`src/verilog/fpec_pkg.sv`:
```
package fpec_pkg;

   // Register file addresses
   localparam logic [11:0] ADDR_COMMAND   = 12'hff8;
   localparam logic [11:0] ADDR_PAGE_SEL  = 12'hff9;
   localparam logic [11:0] ADDR_KHZ_HIGH  = 12'hffa;
   localparam logic [11:0] ADDR_KHZ_LOW   = 12'hffb;

   // Command codes
   localparam logic [7:0] CMD_UNLOCK_1    = 8'h73;
   localparam logic [7:0] CMD_UNLOCK_2    = 8'h8c;
   localparam logic [7:0] CMD_PAGE_ERASE  = 8'h95;
   localparam logic [7:0] CMD_MASS_ERASE  = 8'h63;
   localparam logic [7:0] CMD_PROT_ACCESS = 8'h5e;

   // State field codes
   localparam logic [5:0] ST_LOCKED   = 6'h00;
   localparam logic [5:0] ST_FIRST    = 6'h01;
   localparam logic [5:0] ST_SECOND   = 6'h02;
   localparam logic [5:0] ST_UNLOCKED = 6'h03;
   localparam logic [5:0] ST_PROT_SEL = 6'h04;
   localparam logic [5:0] ST_PROGRAM  = 6'h08;
   localparam logic [5:0] ST_PAGE_ER  = 6'h10;
   localparam logic [5:0] ST_MASS_ER  = 6'h20;

   // Field positions and reset values
   localparam int          INFO_BIT       = 7;
   localparam logic [7:0]  REG_RESET      = 8'h00;
   localparam logic [15:0] INFO_BASE      = 16'hfe00;
   localparam logic [15:0] USER_LIMIT     = 16'h2000;
   localparam logic [15:0] VENDOR_LIMIT   = 16'h3000;
   localparam int          PAGE_LSB       = 9;
   localparam int          SECTOR_BITS    = 8;

   // Erase and program timing: microseconds of flash time per operation
   localparam int          PAGE_ERASE_US  = 10000;
   localparam int          MASS_ERASE_US  = 200000;
   localparam int          PROGRAM_US     = 40;
   localparam logic [9:0]  MS_TO_US_DIV   = 10'h3e8;

   // Register bus request from CPU or debugger
   typedef struct packed {
      logic        wr;
      logic        rd;
      logic [11:0] addr;
      logic [7:0]  wdata;
      logic        debug;
   } fpec_reg_req_t;

   // Memory access request to check against protection
   typedef struct packed {
      logic        valid;
      logic        write;
      logic [15:0] addr;
      logic        from_vendor;
   } fpec_mem_req_t;

endpackage

```
`src/verilog/fpec_tick.sv`:
```
`timescale 1ns/100ps
`default_nettype none
// One enable pulse per microsecond of flash time, scaled by the kHz value, for 1000 kHz and up; slower clocks get one pulse per cycle
module fpec_tick
   import fpec_pkg::*;
(
   input  wire logic        clk,
   input  wire logic        reset,
   input  wire logic        run,
   input  wire logic [15:0] khz,
   output logic             tick_us
);
   typedef struct packed {
      logic [25:0] acc;
      logic        tick;
   } fpec_tick_state_t;

   fpec_tick_state_t st;
   fpec_tick_state_t next_st;

   // Accumulate 1000 per cycle; a tick each time khz worth is gathered
   always_comb begin
      next_st = st;
      next_st.tick = 1'b0;
      if (!run) begin
         next_st.acc = 26'h0;
      end else if (st.acc + 26'(MS_TO_US_DIV) >= {khz, 10'h000} >> 10) begin
         next_st.acc  = st.acc + 26'(MS_TO_US_DIV) - 26'(khz);
         next_st.tick = 1'b1;
      end else begin
         next_st.acc = st.acc + 26'(MS_TO_US_DIV);
      end
   end

   always_ff @(posedge clk) begin
      if (reset) begin
         st <= '0;
      end else begin
         st <= next_st;
      end
   end

   assign tick_us = st.tick;
endmodule
`default_nettype wire

```
`src/verilog/fpec_guard.sv`:
```
`timescale 1ns/100ps
`default_nettype none
// Access gate for the reserved vendor region; every address outside it is granted
module fpec_guard
   import fpec_pkg::*;
(
   input  wire logic          clk,
   input  wire logic          reset,
   input  wire fpec_mem_req_t req,
   output logic               grant,
   output logic               deny
);
   typedef struct packed {
      logic grant;
      logic deny;
   } fpec_guard_state_t;

   fpec_guard_state_t st;
   fpec_guard_state_t next_st;
   logic              in_vendor;

   // Vendor area sits above user space; only its own code may touch it
   always_comb begin
      in_vendor = (req.addr >= USER_LIMIT) && (req.addr < VENDOR_LIMIT);
      next_st = '0;
      if (req.valid) begin
         if (in_vendor && !req.from_vendor) begin
            next_st.deny = 1'b1;
         end else begin
            next_st.grant = 1'b1;
         end
      end
   end

   always_ff @(posedge clk) begin
      if (reset) begin
         st <= '0;
      end else begin
         st <= next_st;
      end
   end

   assign grant = st.grant;
   assign deny  = st.deny;
endmodule
`default_nettype wire

```
`src/verilog/fpec_ctrl.sv`:
```
`timescale 1ns/100ps
`default_nettype none
// Notes on behaviour
// Unlock needs 73H then 8CH writes
// Bad value or order relocks controller
// 95H as third command erases page
// 63H third command mass erases, debugger only
// 5EH while locked redirects next select write
// Command writes and state reads share FF8H
// State codes for lock, unlock, protect select
// Busy codes 001, 010, 100 in upper bits
// State read free of side effects, top zero
// FF9H writes page select unless redirected
// Page field gives address bits 15..9
// Info bit maps area at FE00H-FFFFH
// Page erase targets the active page
// Protect bits reset clear, user cannot clear
// Eight protect bits, one per sector
// Two bytes form kHz timing value
// Host keeps clock 10 kHz to 20 MHz
// Lower 8 KB user, upper 4 K vendor
// User code blocked from vendor region
// Page rewrite must match, else relock
// Page erase completion relocks controller
module fpec_ctrl
   import fpec_pkg::*;
#(
   parameter int PAGE_W = 7
)
(
   input  wire logic          clk,
   input  wire logic          reset,
   input  wire fpec_reg_req_t reg_req,
   input  wire fpec_mem_req_t mem_req,
   input  wire logic          prog_start,
   output logic [7:0]         rdata,
   output logic               rvalid,
   output logic [PAGE_W-1:0]  active_page,
   output logic               info_area_select,
   output logic [7:0]         sector_lock_bits,
   output logic               erase_page,
   output logic               erase_mass,
   output logic               program_busy,
   output logic               cpu_stall,
   output logic               mem_grant,
   output logic               mem_deny
);
   typedef enum {
      S_LOCKED,
      S_FIRST,
      S_SECOND,
      S_UNLOCKED,
      S_PROT_SEL,
      S_PROGRAM,
      S_PAGE_ERASE,
      S_MASS_ERASE
   } fpec_state_t;

   typedef struct packed {
      fpec_state_t  fsm;
      logic [7:0]   page_and_info_select;
      logic [7:0]   sector_lock_mask;
      logic [7:0]   clock_khz_high_byte;
      logic [7:0]   clock_khz_low_byte;
      logic         page_armed;
      logic         page_active;
      logic [7:0]   rdata;
      logic         rvalid;
      logic [31:0]  busy_us;
      logic         erase_page;
      logic         erase_mass;
      logic         prog_busy;
      logic         stall;
   } fpec_ctrl_state_t;

   fpec_ctrl_state_t st;
   fpec_ctrl_state_t next_st;
   logic [15:0]      clock_khz_value;
   logic             tick_us;
   logic             busy;
   logic [5:0]       controller_state_field;
   logic [2:0]       page_sector;
   logic             page_protected;

   // Concatenated kHz value times all flash operations
   assign clock_khz_value = {st.clock_khz_high_byte, st.clock_khz_low_byte};
   assign busy = (st.fsm == S_PROGRAM) || (st.fsm == S_PAGE_ERASE) ||
                 (st.fsm == S_MASS_ERASE);

   fpec_tick u_tick (
      .clk     (clk),
      .reset   (reset),
      .run     (busy),
      .khz     (clock_khz_value),
      .tick_us (tick_us)
   );

   fpec_guard u_guard (
      .clk   (clk),
      .reset (reset),
      .req   (mem_req),
      .grant (mem_grant),
      .deny  (mem_deny)
   );

   // Eight sectors of 512 bytes; upper page bits are ignored, so pages wrap onto sectors 0..7
   assign page_sector    = st.page_and_info_select[2:0];
   assign page_protected = st.sector_lock_mask[page_sector];

   // State readback encoding
   always_comb begin
      case (st.fsm)
         S_LOCKED:     controller_state_field = ST_LOCKED;
         S_FIRST:      controller_state_field = ST_FIRST;
         S_SECOND:     controller_state_field = ST_SECOND;
         S_UNLOCKED:   controller_state_field = ST_UNLOCKED;
         S_PROT_SEL:   controller_state_field = ST_PROT_SEL;
         S_PROGRAM:    controller_state_field = ST_PROGRAM;
         S_PAGE_ERASE: controller_state_field = ST_PAGE_ER;
         S_MASS_ERASE: controller_state_field = ST_MASS_ER;
         default:      controller_state_field = ST_LOCKED;
      endcase
   end

   // Register writes, sequencer and erase timing
   always_comb begin
      next_st = st;
      next_st.rvalid     = 1'b0;
      next_st.erase_page = 1'b0;
      next_st.erase_mass = 1'b0;

      // Reads have no side effect; state reads have upper two bits zero
      if (reg_req.rd) begin
         next_st.rvalid = 1'b1;
         if (reg_req.addr == ADDR_COMMAND) begin
            next_st.rdata = {2'b00, controller_state_field};
         end else if (reg_req.addr == ADDR_PAGE_SEL) begin
            next_st.rdata = st.page_and_info_select;
         end else if (reg_req.addr == ADDR_KHZ_HIGH) begin
            next_st.rdata = st.clock_khz_high_byte;
         end else if (reg_req.addr == ADDR_KHZ_LOW) begin
            next_st.rdata = st.clock_khz_low_byte;
         end else begin
            next_st.rdata = 8'h00;
         end
      end

      // Running operations count down microseconds; erases then relock, program returns to unlocked
      if (busy) begin
         if (tick_us) begin
            if (st.busy_us <= 32'h1) begin
               next_st.fsm         = S_LOCKED;
               next_st.page_active = 1'b0;
               next_st.page_armed  = 1'b0;
            end else begin
               next_st.busy_us = st.busy_us - 32'h1;
            end
         end
      end else if (reg_req.wr && reg_req.addr == ADDR_COMMAND) begin
         // Commands; any unexpected value or order relocks
         next_st.fsm         = S_LOCKED;
         next_st.page_active = 1'b0;
         next_st.page_armed  = 1'b0;
         case (st.fsm)
            S_LOCKED, S_PROT_SEL: begin
               if (reg_req.wdata == CMD_UNLOCK_1) begin
                  next_st.fsm = S_FIRST;
               end else if (reg_req.wdata == CMD_PROT_ACCESS && st.fsm == S_LOCKED) begin
                  next_st.fsm = S_PROT_SEL;
               end
            end
            S_FIRST: begin
               if (reg_req.wdata == CMD_UNLOCK_2) begin
                  next_st.fsm        = S_SECOND;
                  next_st.page_armed = 1'b1;
               end
            end
            S_SECOND, S_UNLOCKED: begin
               // Debugger needs no page rewrite before erase
               if (st.page_active || reg_req.debug) begin
                  if (reg_req.wdata == CMD_PAGE_ERASE &&
                      (!page_protected || reg_req.debug)) begin
                     next_st.fsm        = S_PAGE_ERASE;
                     next_st.busy_us    = 32'(PAGE_ERASE_US);
                     next_st.erase_page = 1'b1;
                  end else if (reg_req.wdata == CMD_MASS_ERASE && reg_req.debug) begin
                     next_st.fsm        = S_MASS_ERASE;
                     next_st.busy_us    = 32'(MASS_ERASE_US);
                     next_st.erase_mass = 1'b1;
                  end
               end
            end
            default: begin
               next_st.fsm = S_LOCKED;
            end
         endcase
      end else if (reg_req.wr && reg_req.addr == ADDR_PAGE_SEL) begin
         if (st.fsm == S_PROT_SEL) begin
            // Redirected write: user may only set bits, debugger may clear
            if (reg_req.debug) begin
               next_st.sector_lock_mask = reg_req.wdata;
            end else begin
               next_st.sector_lock_mask = st.sector_lock_mask | reg_req.wdata;
            end
            next_st.fsm = S_LOCKED;
         end else if (st.fsm == S_SECOND && st.page_armed) begin
            // Rewrite must repeat the stored page to make it active
            next_st.page_armed = 1'b0;
            if (reg_req.wdata == st.page_and_info_select) begin
               next_st.page_active = 1'b1;
               next_st.fsm         = S_UNLOCKED;
            end else begin
               next_st.page_and_info_select = reg_req.wdata;
               next_st.fsm                  = S_LOCKED;
            end
         end else if (st.fsm == S_LOCKED || reg_req.debug) begin
            next_st.page_and_info_select = reg_req.wdata;
            if (reg_req.debug && st.fsm == S_SECOND) begin
               next_st.page_active = 1'b1;
               next_st.fsm         = S_UNLOCKED;
            end
         end else begin
            // Changing page while open would widen access, so it relocks
            next_st.page_and_info_select = reg_req.wdata;
            next_st.fsm                  = S_LOCKED;
            next_st.page_active          = 1'b0;
         end
      end else if (reg_req.wr && reg_req.addr == ADDR_KHZ_HIGH) begin
         next_st.clock_khz_high_byte = reg_req.wdata;
      end else if (reg_req.wr && reg_req.addr == ADDR_KHZ_LOW) begin
         next_st.clock_khz_low_byte = reg_req.wdata;
      end else if (prog_start && st.fsm == S_UNLOCKED) begin
         // Byte program keeps the page open afterwards
         next_st.fsm     = S_PROGRAM;
         next_st.busy_us = 32'(PROGRAM_US);
      end

      // Byte program returns to unlocked rather than locked
      if (st.fsm == S_PROGRAM && tick_us && st.busy_us <= 32'h1) begin
         next_st.fsm         = S_UNLOCKED;
         next_st.page_active = 1'b1;
      end

      // Busy flags kept in flops so the pins carry no decode glitches
      next_st.prog_busy = (next_st.fsm == S_PROGRAM);
      next_st.stall     = (next_st.fsm == S_PROGRAM) || (next_st.fsm == S_PAGE_ERASE) ||
                          (next_st.fsm == S_MASS_ERASE);
   end

   // All registers clear on reset
   always_ff @(posedge clk) begin
      if (reset) begin
         st     <= '0;
         st.fsm <= S_LOCKED;
      end else begin
         st <= next_st;
      end
   end

   // Page field drives address bits 15..9; info bit maps FE00H upward
   assign active_page      = st.page_and_info_select[PAGE_W-1:0];
   assign info_area_select = st.page_and_info_select[INFO_BIT];
   assign sector_lock_bits = st.sector_lock_mask;
   assign erase_page       = st.erase_page;
   assign erase_mass       = st.erase_mass;
   assign program_busy     = st.prog_busy;
   assign cpu_stall        = st.stall;
   assign rdata            = st.rdata;
   assign rvalid           = st.rvalid;
endmodule
`default_nettype wire

```
`config.mk`:
```
export PLATFORM = sky130hd
export DESIGN_NAME = fpec_ctrl
export DESIGN_NICKNAME = d
export VERILOG_FILES = /design/src/verilog/fpec_pkg.sv /design/src/verilog/fpec_tick.sv /design/src/verilog/fpec_guard.sv /design/src/verilog/fpec_ctrl.sv
export SDC_FILE = /design/constraint.sdc
export NUM_CORES = 1
export LEC_CHECK = 0
export BUFFER_PORTS_ARGS = -buffer_cell sky130_fd_sc_hd__buf_2
export CORE_MARGIN = 2
export CORE_UTILIZATION = 44
export DETAILED_ROUTE_END_ITERATION = 7
export SYNTH_ARGS = -nofsm -noshare
export SYNTH_HDL_FRONTEND = slang
export SYNTH_HIERARCHICAL = 1
export SYNTH_SLANG_ARGS = --single-unit
```
`constraint.sdc`:
```
create_clock -name clk -period 3.4 [get_ports clk]
set_input_delay 0.34 -clock clk [delete_from_list [all_inputs] [get_ports clk]]
set_output_delay 0.34 -clock clk [all_outputs]
set_load 0.1 [all_outputs]
```
==> impl_metrics.tcl <==
set metrics [dict create \
    status "finished clean" \
    fin_crit_sh 0.971 \
    rows 51 \
    nFillCells 1890 \
    cts_num_sinks 146 \
    critPathSlowestCell "or4_4" \
    hold_violations 0 \
    io-pin-count 76 \
    die_h_um 144 \
    slew_headroom 0.404 \
    cts_max_level 4 \
    ir_drop_mv 0.336 \
    clk_pin_slew_ps 70 \
    syn_avg_cell_area_um2 8.55 \
    required_ps 3720 \
    r2r_start "u_tick/st[9]$_SDFF_PP0_" \
    core_um2 19300 \
    crit_fanout 7 \
    synth_area_leaders "dfxtp_1, nor2_1, mux2i_1" \
    syn_to_final_growth_pct 16.3 \
    root_buffer "clkbuf_16" \
    synth_top_cell_by_area "dfxtp_1" \
    antenna_found_initial 0 \
    fmax_ghz 0.303 \
    vias 7680 \
    end_kind "register" \
    synth.top_cell.area_share 0.339 \
    grt_max_degree 34 \
    drive_above_1_share 0.214 \
    yosysSeqAreaShare 0.339 \
    final_antenna_net_count 0 \
    synth-seq-cells 146 \
    syn_nets 1075 \
    wirelength_um 22900 \
    syn-cell-area_um2 8630 \
    hold_class "input pin to register" \
    reg2reg_slack_ps 100 \
    fin_util 0.519 \
    clkLatencyLatePin_ps 430 \
    layout_min_cycle_time_ps 3300 \
    dieArea_um2 20800 \
    finalSetupViolations 0 \
    hpwl_um 17000 \
    dp_cells 1329 \
    crit_type "register to register" \
    dr.first_iter.drc_count 590 \
    synth.most_common_cell "dfxtp_1" \
    min_delay_worst_endpoint "u_guard/deny$_SDFF_PP0_" \
    cts_buffers 17 \
    slew_violations 0 \
    synth_top_flop_cell "dfxtp_1" \
    gp_congestion 0.901 \
    worstRegToRegCells 14 \
    finalNonFillerCells 1368 \
    whs_path_depth 2 \
    cts_buffer_depth 2 \
    yosysWarningCount 6 \
    routedWlPerCell_um 16.7 \
    final_nets 1155 \
    yosysUniqueCellTypes 91 \
    start_util 0.447 \
    cap_violations 0 \
    cpPeakStageDelay_ps 570 \
    port_buffers 62 \
    gr-usage-all-layers 0.224 \
    crit_chain "or4_4, nor2_4, nor2_1, and3_1, xor2_2, ha_1, nand2_1, or2_4, buf_4, o2111a_2, buf_6, a21boi_4, a31oi_1, a41o_1" \
    p_total_mw 3.71 \
    worst_slew_pin_slew_ps 893 \
    setup_tns_ps 0 \
    ctsHoldBuffers 0 \
    diodes 0 \
    synth_common_cells "dfxtp_1, nor2_1, nand2_1" \
    via_per_inst 5.61 \
    grt_remaining_overflow 0 \
    async_flop_share 0 \
    post-route-drc-count 0 \
    dieWidth_um 144 \
    finClkSkew_ps 12.1 \
    start_kind "register" \
    drt_pre_antenna_iters 5 \
    synth_edf_count 0 \
    grt_first_pass_wirelength_um 36500 \
    syn_inst 1010 \
    first_global_vias 7066 \
    power.density_nw_per_um2 369 \
    min-delay-start "mem_req[0]" \
    crit_arrival_ps 3610 \
    cts_tree "done" \
    r2r_end "u_tick/st[22]$_SDFF_PP0_" \
    power_leakage_nw 4.13 \
]
## power breakdown
group	internal (mW)	total [mW]	leakage, nW	switching (mW)
sequential	1.71	1.71	1.18	0.00117
combinational	0.0323	0.118	2.68	0.0862
clock	1.09	1.87	0.274	0.786
## kinds of logic after synthesis
kind of cell	synth area share
compound gates	0.172
buf+inv	0.0638
fa+ha+maj	0.0299
xor+xnor	0.0568
flops	0.339
mux	0.0501
simple gates	0.289
## critical path, delay by kind of cell (launching register included)
kind	cells	cell delay [ps]
AO/OA/AOI/OAI	4	860
XOR/XNOR	1	160
adder cells (fa/ha/maj)	1	300
buffers and inverters	2	290
flip-flops	1	310
AND/OR/NAND/NOR	6	1260
## state kept, by name (all words and copies together), names as in the netlist, named ones only
register          count
active_page           7
u_guard/grant         1
program_busy          1
u_tick/tick_us        1
erase_page            1
rdata                 8
clock_khz_value      16
u_tick/st            26
u_guard/deny          1
info_area_select      1
sector_lock_bits      8
erase_mass            1
rvalid                1
cpu_stall             1
st                   66
## stage by stage
stage	hold WS, ps	area, µm²	setup WS (ps)
after CTS	77.6	9970	5.45
after detailed placement	462	9310	-193
after global routing	77.1	10000	-15.4
final	95.0	10000	100
after global placement	452	9310	-141
after floorplan	413	8630	17.8
## cells in the final DEF, fill, tap and decap left out, types with 12 or more instances in the layout
master and n:
and4_1 14, or3_1 19, o21ai_0 28, nand4_1 19, a21oi_1 62, a31oi_1 12, buf_4 65, nor3_1 22
nor2_1 92, nand3_1 39, dfxtp_1 146, buf_2 62, mux2i_1 32, nor2b_1 14, or4_1 15, xnor2_1 25
nand2_1 75, nor4_1 21, and2_1 32, inv_1 36, xor2_1 24, clkbuf_16 17, ha_1 19, and3_1 13
## how the worst max path moves through the flow
stage                                 start                        to  slack (ps)  cells after the start
floorplan           u_tick/st[7]$_SDFF_PP0_  u_tick/st[22]$_SDFF_PP0_          20                     15
global placement    u_tick/st[7]$_SDFF_PP0_  u_tick/st[22]$_SDFF_PP0_        -140                     13
detailed placement  u_tick/st[7]$_SDFF_PP0_  u_tick/st[22]$_SDFF_PP0_        -190                     13
CTS                 u_tick/st[7]$_SDFF_PP0_  u_tick/st[22]$_SDFF_PP0_           5                     14
global route        u_tick/st[6]$_SDFF_PP0_  u_tick/st[22]$_SDFF_PP0_         -20                     12
finish              u_tick/st[9]$_SDFF_PP0_  u_tick/st[22]$_SDFF_PP0_         100                     14
## per-layer routing
metal,track usage,part of all wire,vias to the layer above
li1,-,-,3844
met1,0.307,0.46,3607
met2,0.363,0.48,207
met3,0.0421,0.050,22
met4,0.0547,0.013,0
met5,0,0,-
## area by class of cell
type | instances | area [µm²] | share of cell area
Tap cell | 265 | 332 | 0.0330
Clock buffer | 18 | 429 | 0.0427
Multi-Input combinational cell | 760 | 5260 | 0.523
Clock inverter | 14 | 153 | 0.0152
Timing Repair Buffer | 128 | 810 | 0.0806
Sequential cell | 146 | 2920 | 0.291
Inverter | 37 | 139 | 0.0138
## timing repair
action	4_1_cts	5_1_grt
resized for setup	10	11
setup buffers	6	1
pin swaps	6	9
endpoints found under the setup margin	26	18
(Power assumes the default switching activity.)
